--- config.mk ---
export PLATFORM = sky130hd
export DESIGN_NAME = endpoint_buffer_access
export DESIGN_NICKNAME = d
export VERILOG_FILES = /design/src/ep_buf_pkg.sv /design/src/word_pair_buffer.sv /design/src/endpoint_buffer_access.sv
export SDC_FILE = /design/constraint.sdc
export NUM_CORES = 2
export LEC_CHECK = 0
export BUFFER_PORTS_ARGS = -buffer_cell sky130_fd_sc_hd__buf_4
export CORE_ASPECT_RATIO = 1.4
export CORE_MARGIN = 2
export CORE_UTILIZATION = 45
export DETAILED_ROUTE_END_ITERATION = 8
export PLACE_DENSITY_LB_ADDON = 0.08
export SLEW_MARGIN = 15
export SYNTH_ARGS = -nofsm -noshare
export SYNTH_HDL_FRONTEND = slang
export SYNTH_SLANG_ARGS = --single-unit
export TNS_END_PERCENT = 1
--- constraint.sdc ---
create_clock -name clk_in -period 7.3 [get_ports clk_in]
set_clock_uncertainty 0.2 [all_clocks]
set_input_delay 1.46 -clock clk_in [delete_from_list [all_inputs] [get_ports clk_in]]
set_output_delay 1.46 -clock clk_in [all_outputs]
set_load 0.05 [all_outputs]
--- src/ep_buf_pkg.sv ---
// How it works
// - Control status stage replies NAK when status bit is 0, else ZLP or ACK.
// - Status bit clears itself when the status stage completes or a SETUP arrives.
// - Stall bit makes the endpoint answer STALL, except on isochronous endpoints.
// - Stall keeps the data toggle; an enable off-then-on restarts it at DATA0.
// - Each port write to an IN endpoint whose buffer is neither armed nor full advances the TX pointer by 2 or 4 bytes.
// - TX buffer is validated by itself when its byte count reaches max packet size, or a smaller nonzero packet size.
// - The validate command arms a short TX buffer for the next IN token.
// - Each port read from an OUT endpoint whose buffer is full moves the RX pointer by 2 or 4 bytes.
// - RX buffer empties by itself once every received byte has been read.
// - The flush command empties the RX buffer even when not fully read.
// - Writing the max packet size loads the packet size with that max packet size value.
// - A USB bus reset forces the packet size to zero.
// - TX buffer is validated when its byte count reaches the packet size value, or max packet size if that is smaller or packet size is zero.
// - On an OUT endpoint each acknowledged packet loads its byte count as packet size.
// - On a 16-bit bus the last odd byte is returned in the low byte lane.
// - The packet size register is 16 bits and resets to zero.
// - The FIFO port is 32 or 16 bits wide and reads zero after reset.
// - Port, size and control act on the endpoint picked by index and direction.
`default_nettype none
package ep_buf_pkg;
  localparam logic [11:0] REG_PACKET_SIZE = 12'h21c;
  localparam logic [11:0] REG_FIFO_PORT = 12'h220;
  localparam logic [11:0] REG_BUFFER_CONTROL = 12'h228;
  localparam int CTL_STALL = 0;
  localparam int CTL_STATUS_ACK = 1;
  localparam int CTL_DATA_STAGE = 2;
  localparam int CTL_VALIDATE = 3;
  localparam int CTL_FLUSH = 4;
  localparam logic [15:0] PACKET_SIZE_RESET = 16'h0000;
  localparam logic [31:0] FIFO_PORT_RESET = 32'h0000_0000;
  localparam logic [15:0] STEP_WIDE = 16'h0004;
  localparam logic [15:0] STEP_NARROW = 16'h0002;
  localparam logic [3:0] CONTROL_ENDPOINT = 4'h0;
  localparam int CLK_PERIOD_NS = 4;
  localparam int DATA_WAIT_NS = 500;
  localparam int DATA_WAIT_CYCLES = (DATA_WAIT_NS + CLK_PERIOD_NS - 1) / CLK_PERIOD_NS;

  typedef enum logic [1:0] {TOK_OUT = 2'b00, TOK_IN = 2'b01, TOK_SETUP = 2'b10} token_kind_e;
  typedef enum logic [2:0] {
    RPL_ACK = 3'b000, RPL_NAK = 3'b001, RPL_STALL = 3'b010, RPL_ZLP = 3'b011, RPL_DATA = 3'b100
  } reply_code_e;
  typedef enum logic [1:0] {ST_IDLE = 2'b00, ST_SEND = 2'b01, ST_RECV = 2'b10} link_state_e;

  typedef struct packed {
    logic valid;
    token_kind_e kind;
    logic status_stage;
  } token_s;
  typedef struct packed {
    logic valid;
    reply_code_e code;
  } reply_s;
  typedef struct packed {
    logic [31:0] data;
    logic [2:0] bytes;
    logic last;
  } tx_word_s;
  typedef struct packed {
    logic [31:0] data;
    logic [15:0] count;
    logic last;
  } rx_word_s;
endpackage
`default_nettype wire

--- src/word_pair_buffer.sv ---
`default_nettype none
module word_pair_buffer #(
  parameter int WIDTH = 36
) (
  input wire logic clk_in,
  input wire logic sys_rst_in,
  input wire logic [WIDTH-1:0] in_data_in,
  input wire logic in_valid_in,
  output logic in_ready_out,
  output logic [WIDTH-1:0] out_data_out,
  output logic out_valid_out,
  input wire logic out_ready_in
);
  logic [WIDTH-1:0] spare;
  logic spare_valid;

  if (WIDTH < 1) begin : g_bad_width
    $error("WIDTH must be at least 1");
  end

  // Ready depends only on the spare entry, so no combinational path from out_ready_in
  assign in_ready_out = !spare_valid;

  always_ff @(posedge clk_in) begin
    if (in_valid_in && in_ready_out && out_valid_out && !out_ready_in) begin
      spare <= in_data_in;
    end
  end

  always_ff @(posedge clk_in or posedge sys_rst_in) begin
    if (sys_rst_in) begin
      spare_valid <= 1'b0;
      out_valid_out <= 1'b0;
      out_data_out <= '0;
    end else if (out_ready_in || !out_valid_out) begin
      if (spare_valid) begin
        out_data_out <= spare;
        out_valid_out <= 1'b1;
        spare_valid <= 1'b0;
      end else begin
        out_data_out <= in_data_in;
        out_valid_out <= in_valid_in;
      end
    end else if (in_valid_in && in_ready_out) begin
      spare_valid <= 1'b1;
    end
  end
endmodule
`default_nettype wire

--- src/endpoint_buffer_access.sv ---
`default_nettype none
module endpoint_buffer_access #(
  parameter int FIFO_WORDS = 16
) (
  input wire logic clk_in,
  input wire logic sys_rst_in,
  input wire logic usb_bus_reset_in,
  input wire logic bus_wide_in,
  input wire logic [11:0] reg_addr_in,
  input wire logic reg_wr_in,
  input wire logic reg_rd_in,
  input wire logic [31:0] reg_wdata_in,
  output logic [31:0] reg_rdata_out,
  input wire logic [3:0] target_endpoint_select_in,
  input wire logic endpoint_is_in_in,
  input wire logic endpoint_iso_in,
  input wire logic endpoint_enable_in,
  input wire logic max_size_wr_in,
  input wire logic [10:0] max_size_in,
  input wire ep_buf_pkg::token_s token_in,
  input wire logic host_ack_in,
  output ep_buf_pkg::reply_s reply_out,
  input wire ep_buf_pkg::rx_word_s rx_word_in,
  input wire logic rx_valid_in,
  output logic rx_ready_out,
  output ep_buf_pkg::tx_word_s tx_word_out,
  output logic tx_valid_out,
  input wire logic tx_ready_in,
  output logic [15:0] packet_byte_count_out,
  output logic stall_out,
  output logic status_ack_out,
  output logic data_toggle_out,
  output logic tx_armed_out,
  output logic rx_full_out
);
  import ep_buf_pkg::*;

  localparam int AW = $clog2(FIFO_WORDS);
  localparam logic [15:0] FIFO_BYTES = 16'(FIFO_WORDS * 4);

  if (FIFO_WORDS < 2 || FIFO_WORDS > 512 || (FIFO_WORDS & (FIFO_WORDS - 1)) != 0) begin : g_bad_depth
    $error("FIFO_WORDS must be a power of two from 2 to 512");
  end

  function automatic logic reg_hit(input logic [11:0] addr, input logic [11:0] offset);
    return addr == offset;
  endfunction

  logic [15:0] tx_lo [FIFO_WORDS];
  logic [15:0] tx_hi [FIFO_WORDS];
  logic [31:0] rx_mem [FIFO_WORDS];

  link_state_e state;
  logic [15:0] tx_count, tx_len, send_ptr, rx_rptr, rx_left;
  logic [AW-1:0] rx_wptr;
  logic data_stage, zlp_wait, enable_seen;

  logic wr_size, wr_port, rd_port, wr_ctl, rd_size, rd_ctl, is_ctl, stall_eff;
  logic tx_wr, auto_valid, validate_tx_buffer, flush_rx_buffer, rx_rd, rx_take, recv_done;
  logic tx_push, skid_ready, tx_release, tok_live, setup_seen, in_acked;
  logic [15:0] step, next_count, tx_limit, send_left;
  logic [31:0] rx_word, rx_read, read_mux;
  tx_word_s push_word;

  logic next_reply_valid, start_send, start_recv, zlp_release, status_done, status_zlp;
  reply_code_e next_reply;

  assign step = bus_wide_in ? STEP_WIDE : STEP_NARROW;
  // Every access acts on the endpoint picked by index and direction
  assign is_ctl = target_endpoint_select_in == CONTROL_ENDPOINT;
  assign wr_size = reg_wr_in && reg_hit(reg_addr_in, REG_PACKET_SIZE);
  assign wr_port = reg_wr_in && reg_hit(reg_addr_in, REG_FIFO_PORT);
  assign wr_ctl = reg_wr_in && reg_hit(reg_addr_in, REG_BUFFER_CONTROL);
  assign rd_size = reg_rd_in && reg_hit(reg_addr_in, REG_PACKET_SIZE);
  assign rd_port = reg_rd_in && reg_hit(reg_addr_in, REG_FIFO_PORT);
  assign rd_ctl = reg_rd_in && reg_hit(reg_addr_in, REG_BUFFER_CONTROL);
  assign stall_eff = stall_out && !endpoint_iso_in;

  // Writes into an armed buffer or past the array end are dropped
  assign tx_wr = wr_port && endpoint_is_in_in && !tx_armed_out && (tx_count < FIFO_BYTES);
  assign next_count = tx_count + step;
  assign tx_limit = (packet_byte_count_out != 16'h0000 && packet_byte_count_out < {5'h00, max_size_in}) ?
                    packet_byte_count_out : {5'h00, max_size_in};
  assign auto_valid = tx_wr && next_count >= tx_limit;
  assign validate_tx_buffer = wr_ctl && reg_wdata_in[CTL_VALIDATE] && endpoint_is_in_in;
  assign flush_rx_buffer = wr_ctl && reg_wdata_in[CTL_FLUSH] && !endpoint_is_in_in;
  assign rx_rd = rd_port && !endpoint_is_in_in && rx_full_out;
  assign rx_take = rx_valid_in && rx_ready_out;
  assign recv_done = rx_take && rx_word_in.last;
  assign tok_live = token_in.valid && state == ST_IDLE;
  assign setup_seen = token_in.valid && token_in.kind == TOK_SETUP;
  assign in_acked = host_ack_in && !zlp_wait;

  assign send_left = tx_len - send_ptr;
  assign tx_push = state == ST_SEND && skid_ready;
  assign tx_release = (tx_push && push_word.last) || zlp_release;

  always_comb begin
    push_word.data = {tx_hi[send_ptr[AW+1:2]], tx_lo[send_ptr[AW+1:2]]};
    push_word.bytes = (send_left >= 16'h0004) ? 3'h4 : send_left[2:0];
    push_word.last = send_left <= 16'h0004;
  end

  always_comb begin
    next_reply_valid = 1'b0;
    next_reply = RPL_NAK;
    start_send = 1'b0;
    start_recv = 1'b0;
    zlp_release = 1'b0;
    status_done = 1'b0;
    status_zlp = 1'b0;
    if (tok_live && token_in.kind != TOK_SETUP) begin
      next_reply_valid = 1'b1;
      if (stall_eff) begin
        next_reply = RPL_STALL;
      end else if (is_ctl && token_in.status_stage) begin
        if (!status_ack_out) begin
          next_reply = RPL_NAK;
        end else if (token_in.kind == TOK_IN) begin
          next_reply = RPL_ZLP;
          status_zlp = 1'b1;
        end else begin
          next_reply = RPL_ACK;
          status_done = 1'b1;
        end
      end else if (is_ctl && !data_stage) begin
        next_reply = RPL_NAK;
      end else if (token_in.kind == TOK_IN) begin
        if (!tx_armed_out) begin
          next_reply = RPL_NAK;
        end else if (tx_len == 16'h0000) begin
          next_reply = RPL_ZLP;
          zlp_release = 1'b1;
        end else begin
          next_reply = RPL_DATA;
          start_send = 1'b1;
        end
      end else if (rx_full_out) begin
        next_reply = RPL_NAK;
      end else begin
        next_reply_valid = 1'b0;
        start_recv = 1'b1;
      end
    end
  end

  always_ff @(posedge clk_in or posedge sys_rst_in) begin
    if (sys_rst_in) begin
      state <= ST_IDLE;
      rx_ready_out <= 1'b0;
      send_ptr <= 16'h0000;
      rx_wptr <= '0;
    end else begin
      case (state)
        ST_IDLE: begin
          send_ptr <= 16'h0000;
          if (start_send) begin
            state <= ST_SEND;
          end else if (start_recv) begin
            state <= ST_RECV;
            rx_ready_out <= 1'b1;
            rx_wptr <= '0;
          end
        end
        ST_SEND: begin
          if (tx_push) begin
            send_ptr <= send_ptr + 16'h0004;
            if (push_word.last) begin
              state <= ST_IDLE;
            end
          end
        end
        ST_RECV: begin
          if (rx_take) begin
            rx_wptr <= rx_wptr + 1'b1;
          end
          if (recv_done) begin
            state <= ST_IDLE;
            rx_ready_out <= 1'b0;
          end
        end
        default: begin
          state <= ST_IDLE;
        end
      endcase
    end
  end

  always_ff @(posedge clk_in or posedge sys_rst_in) begin
    if (sys_rst_in) begin
      reply_out <= '0;
    end else begin
      reply_out.valid <= next_reply_valid || recv_done;
      reply_out.code <= recv_done ? RPL_ACK : next_reply;
    end
  end

  always_ff @(posedge clk_in) begin
    if (tx_wr) begin
      if (bus_wide_in || !tx_count[1]) begin
        tx_lo[tx_count[AW+1:2]] <= reg_wdata_in[15:0];
      end
      if (bus_wide_in) begin
        tx_hi[tx_count[AW+1:2]] <= reg_wdata_in[31:16];
      end else if (tx_count[1]) begin
        tx_hi[tx_count[AW+1:2]] <= reg_wdata_in[15:0];
      end
    end
  end

  always_ff @(posedge clk_in or posedge sys_rst_in) begin
    if (sys_rst_in) begin
      tx_count <= 16'h0000;
      tx_len <= 16'h0000;
      tx_armed_out <= 1'b0;
    end else if (tx_release) begin
      tx_count <= 16'h0000;
      tx_armed_out <= 1'b0;
    end else if (tx_wr) begin
      tx_count <= next_count;
      if (auto_valid) begin
        tx_armed_out <= 1'b1;
        tx_len <= (next_count > tx_limit) ? tx_limit : next_count;
      end
    end else if (validate_tx_buffer && !tx_armed_out) begin
      tx_armed_out <= 1'b1;
      tx_len <= tx_count;
    end
  end

  always_ff @(posedge clk_in) begin
    if (rx_take) begin
      rx_mem[rx_wptr] <= rx_word_in.data;
    end
  end

  // A packet that lands in the flush cycle survives: the fill wins over the clear
  always_ff @(posedge clk_in or posedge sys_rst_in) begin
    if (sys_rst_in) begin
      rx_full_out <= 1'b0;
      rx_left <= 16'h0000;
      rx_rptr <= 16'h0000;
    end else if (recv_done) begin
      rx_full_out <= rx_word_in.count != 16'h0000;
      rx_left <= rx_word_in.count;
      rx_rptr <= 16'h0000;
    end else if (flush_rx_buffer || (rx_rd && rx_left <= step)) begin
      rx_full_out <= 1'b0;
      rx_left <= 16'h0000;
      rx_rptr <= 16'h0000;
    end else if (rx_rd) begin
      rx_left <= rx_left - step;
      rx_rptr <= rx_rptr + step;
    end
  end

  assign rx_word = rx_mem[rx_rptr[AW+1:2]];
  always_comb begin
    if (!rx_full_out) begin
      rx_read = FIFO_PORT_RESET;
    end else if (bus_wide_in) begin
      rx_read = rx_word;
    end else if (rx_left == 16'h0001) begin
      rx_read = {24'h000000, rx_rptr[1] ? rx_word[23:16] : rx_word[7:0]};
    end else begin
      rx_read = {16'h0000, rx_rptr[1] ? rx_word[31:16] : rx_word[15:0]};
    end
  end

  always_comb begin
    if (rd_port) begin
      read_mux = endpoint_is_in_in ? FIFO_PORT_RESET : rx_read;
    end else if (rd_size) begin
      read_mux = {16'h0000, packet_byte_count_out};
    end else if (rd_ctl) begin
      read_mux = {30'h00000000, status_ack_out, stall_out};
    end else begin
      read_mux = 32'h0000_0000;
    end
  end

  always_ff @(posedge clk_in or posedge sys_rst_in) begin
    if (sys_rst_in) begin
      reg_rdata_out <= FIFO_PORT_RESET;
    end else if (reg_rd_in) begin
      reg_rdata_out <= read_mux;
    end
  end

  always_ff @(posedge clk_in or posedge sys_rst_in) begin
    if (sys_rst_in) begin
      packet_byte_count_out <= PACKET_SIZE_RESET;
    end else if (usb_bus_reset_in) begin
      packet_byte_count_out <= PACKET_SIZE_RESET;
    end else if (wr_size) begin
      packet_byte_count_out <= reg_wdata_in[15:0];
    end else if (max_size_wr_in) begin
      packet_byte_count_out <= {5'h00, max_size_in};
    end else if (recv_done) begin
      packet_byte_count_out <= rx_word_in.count;
    end
  end

  always_ff @(posedge clk_in or posedge sys_rst_in) begin
    if (sys_rst_in) begin
      stall_out <= 1'b0;
      data_stage <= 1'b0;
    end else if (usb_bus_reset_in) begin
      stall_out <= 1'b0;
      data_stage <= 1'b0;
    end else begin
      if (wr_ctl) begin
        stall_out <= reg_wdata_in[CTL_STALL];
      end
      if (wr_ctl && reg_wdata_in[CTL_DATA_STAGE]) begin
        data_stage <= 1'b1;
      end else if (is_ctl && (recv_done || in_acked)) begin
        data_stage <= 1'b0;
      end
    end
  end

  // Software relies on data stages being finished before it sets this bit
  always_ff @(posedge clk_in or posedge sys_rst_in) begin
    if (sys_rst_in) begin
      status_ack_out <= 1'b0;
      zlp_wait <= 1'b0;
    end else if (usb_bus_reset_in) begin
      status_ack_out <= 1'b0;
      zlp_wait <= 1'b0;
    end else begin
      if (wr_ctl) begin
        status_ack_out <= reg_wdata_in[CTL_STATUS_ACK];
      end else if (setup_seen || status_done || (zlp_wait && host_ack_in)) begin
        status_ack_out <= 1'b0;
      end
      if (status_zlp) begin
        zlp_wait <= 1'b1;
      end else if (host_ack_in || setup_seen) begin
        zlp_wait <= 1'b0;
      end
    end
  end

  // Stall never touches the toggle; only an enable rising edge restarts it
  always_ff @(posedge clk_in or posedge sys_rst_in) begin
    if (sys_rst_in) begin
      enable_seen <= 1'b0;
      data_toggle_out <= 1'b0;
    end else begin
      enable_seen <= endpoint_enable_in;
      if (endpoint_enable_in && !enable_seen) begin
        data_toggle_out <= 1'b0;
      end else if (recv_done || in_acked) begin
        data_toggle_out <= !data_toggle_out;
      end
    end
  end

  word_pair_buffer #(
    .WIDTH($bits(tx_word_s))
  ) u_tx_skid (
    .clk_in(clk_in),
    .sys_rst_in(sys_rst_in),
    .in_data_in(push_word),
    .in_valid_in(tx_push),
    .in_ready_out(skid_ready),
    .out_data_out(tx_word_out),
    .out_valid_out(tx_valid_out),
    .out_ready_in(tx_ready_in)
  );
endmodule
`default_nettype wire

Word-level counts from Yosys, hierarchy flattened
Memory sizes are Yosys's and may differ from the RTL's. Index checks and enable logic that the tools add are counted.

Register bits: 221. Output and inout bits: 95. Memory bits (writable): 1024. Logic and storage cells: 268. Latch bits: 0. Memories kept: 3. Bits in read-only memories: 0.

Magnitude comparators: 7. Multiply operators: 0. Equality and inequality tests: 18. Add/subtract/negate cells: 6. Multiplexer cells: 126. Bitwise gates (word level): 2. Shift-type cells: 0. Reduce and logical (&&, ||, !) cells: 82. Divide/modulo/power cells: 0.

Memories: rx_mem (depth 16, width 32, rd ports 1, clocked after memory_dff 0, wr ports 1, line endpoint_buffer_access.sv:51) `logic [31:0] rx_mem [FIFO_WORDS];`; tx_hi (depth 16, width 16, rd ports 1, clocked after memory_dff 0, wr ports 1, line endpoint_buffer_access.sv:50) `logic [15:0] tx_hi [FIFO_WORDS];`; tx_lo (depth 16, width 16, rd ports 1, clocked after memory_dff 0, wr ports 1, line endpoint_buffer_access.sv:49) `logic [15:0] tx_lo [FIFO_WORDS];`.

Operators by type and width (count): two-way mux 16 bit (22); two-way mux 32 bit (4); two-way mux 1 bit (73); logical AND 1 bit (37); equality test 12 x 10 -> 1 bit, second input constant (3); two-way mux 36 bit (1); adder 16 x 3 -> 16 bit (2); one-hot mux 16 bit (2 select lines) (1); nonzero test 16 bit (2); two-way mux 3 bit (10); adder 16 x 3 -> 16 bit, second input constant (1); equality test 16 x 1 -> 1 bit, second input constant (1); >= comparator 16 bit (1); >= comparator 16 x 3 -> 1 bit, second input constant (1); > comparator 16 bit (1); less-or-equal comparator 16 x 3 -> 1 bit (1); less-or-equal comparator 16 x 3 -> 1 bit, second input constant (1); logical NOT 16 bit (1); less-than comparator 16 x 11 -> 1 bit (1); less-than comparator 16 x 7 -> 1 bit, second input constant (1); two-way mux 2 bit (8); nonzero test 2 bit (8); subtractor 16 bit (1); subtractor 16 x 3 -> 16 bit (1); other kinds (23) (58).

Longest topological paths before layout
Depth after elaboration: 11. Gate-level depth with buffers: 19. Mapped depth without buffers: 18.

Modules after synthesis
From an unflattened synthesis, not the netlist that was laid out.

Cells, all modules: 2658. Area total of the unflattened synthesis: 50443.4 um^2.

By module, submodules not included: endpoint_buffer_access (cells each 2497, instances 1, area each 47486.8 um^2); word_pair_buffer (cells each 161, instances 1, area each 2956.6 um^2).

Worst setup path after synthesis
No wires, ideal clock.

Path type: in2reg. Start point: input port max_size_in[7]. End point: register tx_len[0]. Arrival: 5.186 ns. Required time: 6.975 ns. Slack: 1.789 ns. Cell stages on the path: 17. Path through: inv_1 ha_1 o21ai_1 a2111oi_2 a21o_1 buf_6 mux2i_1 ha_1 a21o_1 a21o_1 a221o_1 a2111oi_4 nand2_1 o22ai_1 a31oi_4 buf_8 mux2_4.

Longest elaborated chain between the ends: 7. Elaborated cells on any way between the ends: 11.

RTL lines: start, declared (line endpoint_buffer_access.sv:19) `input wire logic [10:0] max_size_in,`; less-than comparator 16 x 11 -> 1 bit (line endpoint_buffer_access.sv:82) `assign tx_limit = (packet_byte_count_out != 16'h0000 && packet_byte_count_out < {5'h00, max_size_in}) ?`; logical AND 1 bit (line endpoint_buffer_access.sv:82); two-way mux 16 bit (*) (line endpoint_buffer_access.sv:82); >= comparator 16 bit or > comparator 16 bit (tied branches) (line endpoint_buffer_access.sv:84, endpoint_buffer_access.sv:223); logical AND 1 bit or two-way mux 16 bit (tied branches) (line endpoint_buffer_access.sv:84, endpoint_buffer_access.sv:223); != test 2 x 1 -> 1 bit (no source line) or two-way mux 16 bit (tied branches); AND reduction 3 bit (no source line) or two-way mux 16 bit (tied branches); end signal, assigned (line endpoint_buffer_access.sv:223) `tx_len <= (next_count > tx_limit) ? tx_limit : next_count;`; end signal, assigned (line endpoint_buffer_access.sv:227) `tx_len <= tx_count;`; end, declared (line endpoint_buffer_access.sv:54) `logic [15:0] tx_count, tx_len, send_ptr, rx_rptr, rx_left;`.

Mark *: on every way between the ends. The rest lies on a longest branch, timed or not. The select of a mux whose other input is x is not followed. A chain may end at the register's enable or synchronous reset.

Worst setup path after layout
Start point: input port bus_wide_in. End point: register tx_len[11].

Longest elaborated chain between the ends: 6. Elaborated cells on any way between the ends: 10.

RTL lines: start, declared (line endpoint_buffer_access.sv:8) `input wire logic bus_wide_in,`; two-way mux 3 bit (*) (line endpoint_buffer_access.sv:68) `assign step = bus_wide_in ? STEP_WIDE : STEP_NARROW;`; adder 16 x 3 -> 16 bit (*) (line endpoint_buffer_access.sv:81) `assign next_count = tx_count + step;`; >= comparator 16 bit or > comparator 16 bit (tied branches) (line endpoint_buffer_access.sv:84, endpoint_buffer_access.sv:223); logical AND 1 bit or two-way mux 16 bit (tied branches) (line endpoint_buffer_access.sv:84, endpoint_buffer_access.sv:223); != test 2 x 1 -> 1 bit (no source line) or two-way mux 16 bit (tied branches); AND reduction 3 bit (no source line) or two-way mux 16 bit (tied branches).

Marked as above.

==> flow_metrics.env <==
export IMPL_synthTopCellsByArea="edfxtp_1 (63%), mux4_2 (14%), dfrtp_1 (8.4%)"
export IMPL_synth_top_area_cell="edfxtp_1"
export IMPL_cts_resized=0
export IMPL_power_share_clock=0.362
export IMPL_comb_power_share=0.154
export IMPL_yosys_warnings=0
export IMPL_setup_violations=0
export IMPL_num_io_pins=220
export IMPL_io_buffers=219
export IMPL_grt_max_degree=84
export IMPL_rsz0062_at_grt="false"
export IMPL_die_width_um=287.7
export IMPL_fp_dieArea_sq_um=115400
export IMPL_critPathKind="input pin to flop"
export IMPL_multiInputGateArea_sq_um=13820
export IMPL_synthArstFlopShare=0.1389
export IMPL_power_frac_seq=0.484
export IMPL_routed_wl_um=138900
export IMPL_outcome="complete, no violations"
export IMPL_max_freq_mhz=168.9
export IMPL_drt_pre_antenna_iters=5
export IMPL_yosysSeqAreaShare=0.7121
export IMPL_grt_remaining_overflow=0
export IMPL_vias_per_cell=5.903
export IMPL_routedWlPerCell_um=29.95
export IMPL_p_sw_w=0.004638
export IMPL_start_util=0.4537
export IMPL_final_layout_size_suffix_gt1_frac=0.2858
export IMPL_synthDistinctLibCells=85
export IMPL_drv_slew=0
export IMPL_post_place_ws_ps=656.3
export IMPL_hpwl_um=86550
export IMPL_fp_dieH_um=401.2
export IMPL_crit_required_ps=7680
export IMPL_post_synth_top_area_fraction=0.6277
export IMPL_synth_edf_count=1060
export IMPL_period_minus_slack_ps=5921
export IMPL_post_route_period_util=0.8110
export IMPL_numClockSinks=1231
export IMPL_finalWeightedCongestion=0.8794
export IMPL_p_int_w=0.01264
export IMPL_fp_row_count=145
export IMPL_antenna_found_initial=12
export IMPL_switching_share=0.2685
export IMPL_dr_first_iter_drc_count=2168
export IMPL_relSlewSlack=0.2685
export IMPL_tightest_slew_ps=1097
export IMPL_setup_ws_ps=1379
export IMPL_via_count=27372
export IMPL_clk_latency_ps=740
export IMPL_grt_first_pass_wirelength_um=200200
export IMPL_route_detailed_drc=0
export IMPL_worstPathArrival_ps=6300
export IMPL_ys_flop_type="edfxtp_1"
export IMPL_htree_levels=3
export IMPL_clk_pin_slew_ps=60
export IMPL_ctsHoldBuffers=0
export IMPL_end_kind="flop"
export IMPL_synth_cell_area_sq_um=50710
export IMPL_grt_pass1_vias=28544
export IMPL_fillCellCount=9068
export IMPL_core_area_sq_um=111800
export IMPL_min_path_type="flop to flop"
export IMPL_grt_usage=0.2426
export IMPL_nNetsFinal=3236
export IMPL_fin_tns_setup_ps=0
export IMPL_seqCellArea_sq_um=36130
export IMPL_syn_area_per_cell_sq_um=18.29
export IMPL_syn2layout_area_growth_pct=14.97
export IMPL_leakage_nw=19.50
export IMPL_start_kind="input pin"
export IMPL_drv_cap=0
export IMPL_cts_tree="done"
export IMPL_p_per_area_nw_per_um2=296.3
export IMPL_syn_inst=2773
export IMPL_report_final_hold_viol_count=0
export IMPL_post_cts_repair_setup_buffers=0
export IMPL_cp_max_fo=16
export IMPL_clk_path_buf_depth=3
export IMPL_synth_seq_cells=1231
export IMPL_peakVddDrop_mv=0.2166
export IMPL_ant_nets=0
export IMPL_root_buffer="clkbuf_16"
export IMPL_cts_buffers=118
area by class of cell:
cell class / instances / share of cell area
timing repair buffer: 293 / 0.03795
tap: 1470 / 0.03155
sequential: 1231 / 0.6198
clock inverter: 75 / 0.01434
antenna: 4 / 0.0001717
multi-input combinational: 1334 / 0.2370
clock buffer: 151 / 0.05398
inverter: 79 / 0.005216
per-stage QoR:
| stage | utilization | hold WS [ps] | instances | instance area [sq um] | power (W) |
|---|---|---|---|---|---|
| CTS | 0.5215 | 286.2 | 4633 | 58280 | 0.01746 |
| detailed placement | 0.4859 | 272.2 | 4407 | 54300 | 0.01121 |
| floorplan | - | 257.1 | 2778 | 50720 | 0.01020 |
| global route | 0.5216 | 314.5 | 4634 | 58290 | 0.01791 |
| global placement | 0.4859 | 263.4 | 4407 | 54300 | 0.01116 |
| finish | 0.5216 | 281.8 | 4637 | 58290 | 0.01727 |
placed cells by master, fill, tap and decap left out, drive strengths merged, types with 9 or more instances in the layout:
master and instances:
a211oi 11, a21o 9, a21oi 93, a22oi 12
and2 28, and3 9, buf 293, bufinv 14
clkbuf 151, clkinv 56, dfrtp 171, edfxtp 1060
ha 51, inv 81, mux2 40, mux2i 64
mux4 320, nand2 137, nand2b 14, nand3 39
nand4 25, nor2 150, nor2b 13, nor3 29
nor4 28, o21ai 130, xnor2 12, xor2 11
worst paths after layout:
kind | from | end | slack (ps) | depth (start not counted)
min in group asynchronous | sys_rst_in | send_ptr[5] | 630 | 2
worst min-delay path | u_tx_skid.out_data_out[13] | u_tx_skid.out_data_out[13] | 280 | 2
worst max-delay path | bus_wide_in | tx_len[11] | 1380 | 17
max in group asynchronous | sys_rst_in | rx_rptr[3] | 4810 | 3
worst max register to register | packet_byte_count_out[7] | tx_len[12] | 1800 | 14
worst min register to register | u_tx_skid.out_data_out[13] | u_tx_skid.out_data_out[13] | 280 | 2
routing by layer:
| metal | share of wire | vias to the layer above | GRT usage | wire (um) |
|---|---|---|---|---|
| met3 | 0.054 | 173 | 0.03080 | 7447 |
| met4 | 0.022 | 6 | 0.06599 | 3033 |
| met2 | 0.53 | 866 | 0.4327 | 73620 |
| met5 | 0.00026 | - | 0 | 36 |
| li1 | - | 11709 | - | - |
| met1 | 0.39 | 14618 | 0.3114 | 54740 |
critical path, cell delays in order:
cell      delay (ps)
buf_4            150
inv_1            310
ha_1             390
fa_1             330
and3_1           370
nand2_1          130
nor2_1           210
nand3_1          120
xnor2_1          160
ha_1             310
nand4_1          140
nor2_1           350
nand2_1          100
a211oi_1         410
o22ai_1          270
a31oi_4          660
mux2_2           410
logic make-up (layout without fill, tap and decap cells):
kind of cell,count (synthesis),in the layout,synth area share
AO/OA/AOI/OAI,314,314,0.03882
other,2,11,0.0001481
flip-flops,1231,1231,0.7121
buffers and inverters,213,598,0.01730
adder cells (fa/ha/maj),54,54,0.01377
multiplexers,424,424,0.1642
AND/OR/NAND/NOR,512,512,0.04970
XOR/XNOR,23,23,0.003973
flip-flops by register name (all words and copies together), names as in the netlist, 16 cells and up:
| signal | flops |
|---|---|
| u_tx_skid.spare | 36 |
| u_tx_skid.out_data_out | 36 |
| rx_mem | 512 |
| tx_hi | 256 |
| tx_len | 16 |
| packet_byte_count_out | 16 |
| reg_rdata_out | 32 |
| rx_left | 16 |
| tx_lo | 256 |
power by group through the flow:
stage               Sequential [W]  Clock (W)  Combinational (W)
floorplan                  0.00868          0            0.00152
global placement           0.00849          0            0.00267
detailed placement         0.00851          0            0.00271
CTS                        0.00836    0.00638            0.00271
global route               0.00840    0.00664            0.00287
finish                     0.00836    0.00625            0.00267
synthesized netlist by cell type (all sizes together) (14+ instances only):
library cell,n
a21oi,93
and2,28
buf,53
clkbuf,81
dfrtp,171
edfxtp,1060
ha,51
inv,79
mux2,40
mux2i,64
mux4,320
nand2,137
nand2b,14
nand3,39
nand4,25
nor2,150
nor3,29
nor4,28
o21ai,130
Power figures use the tool's default switching activity.
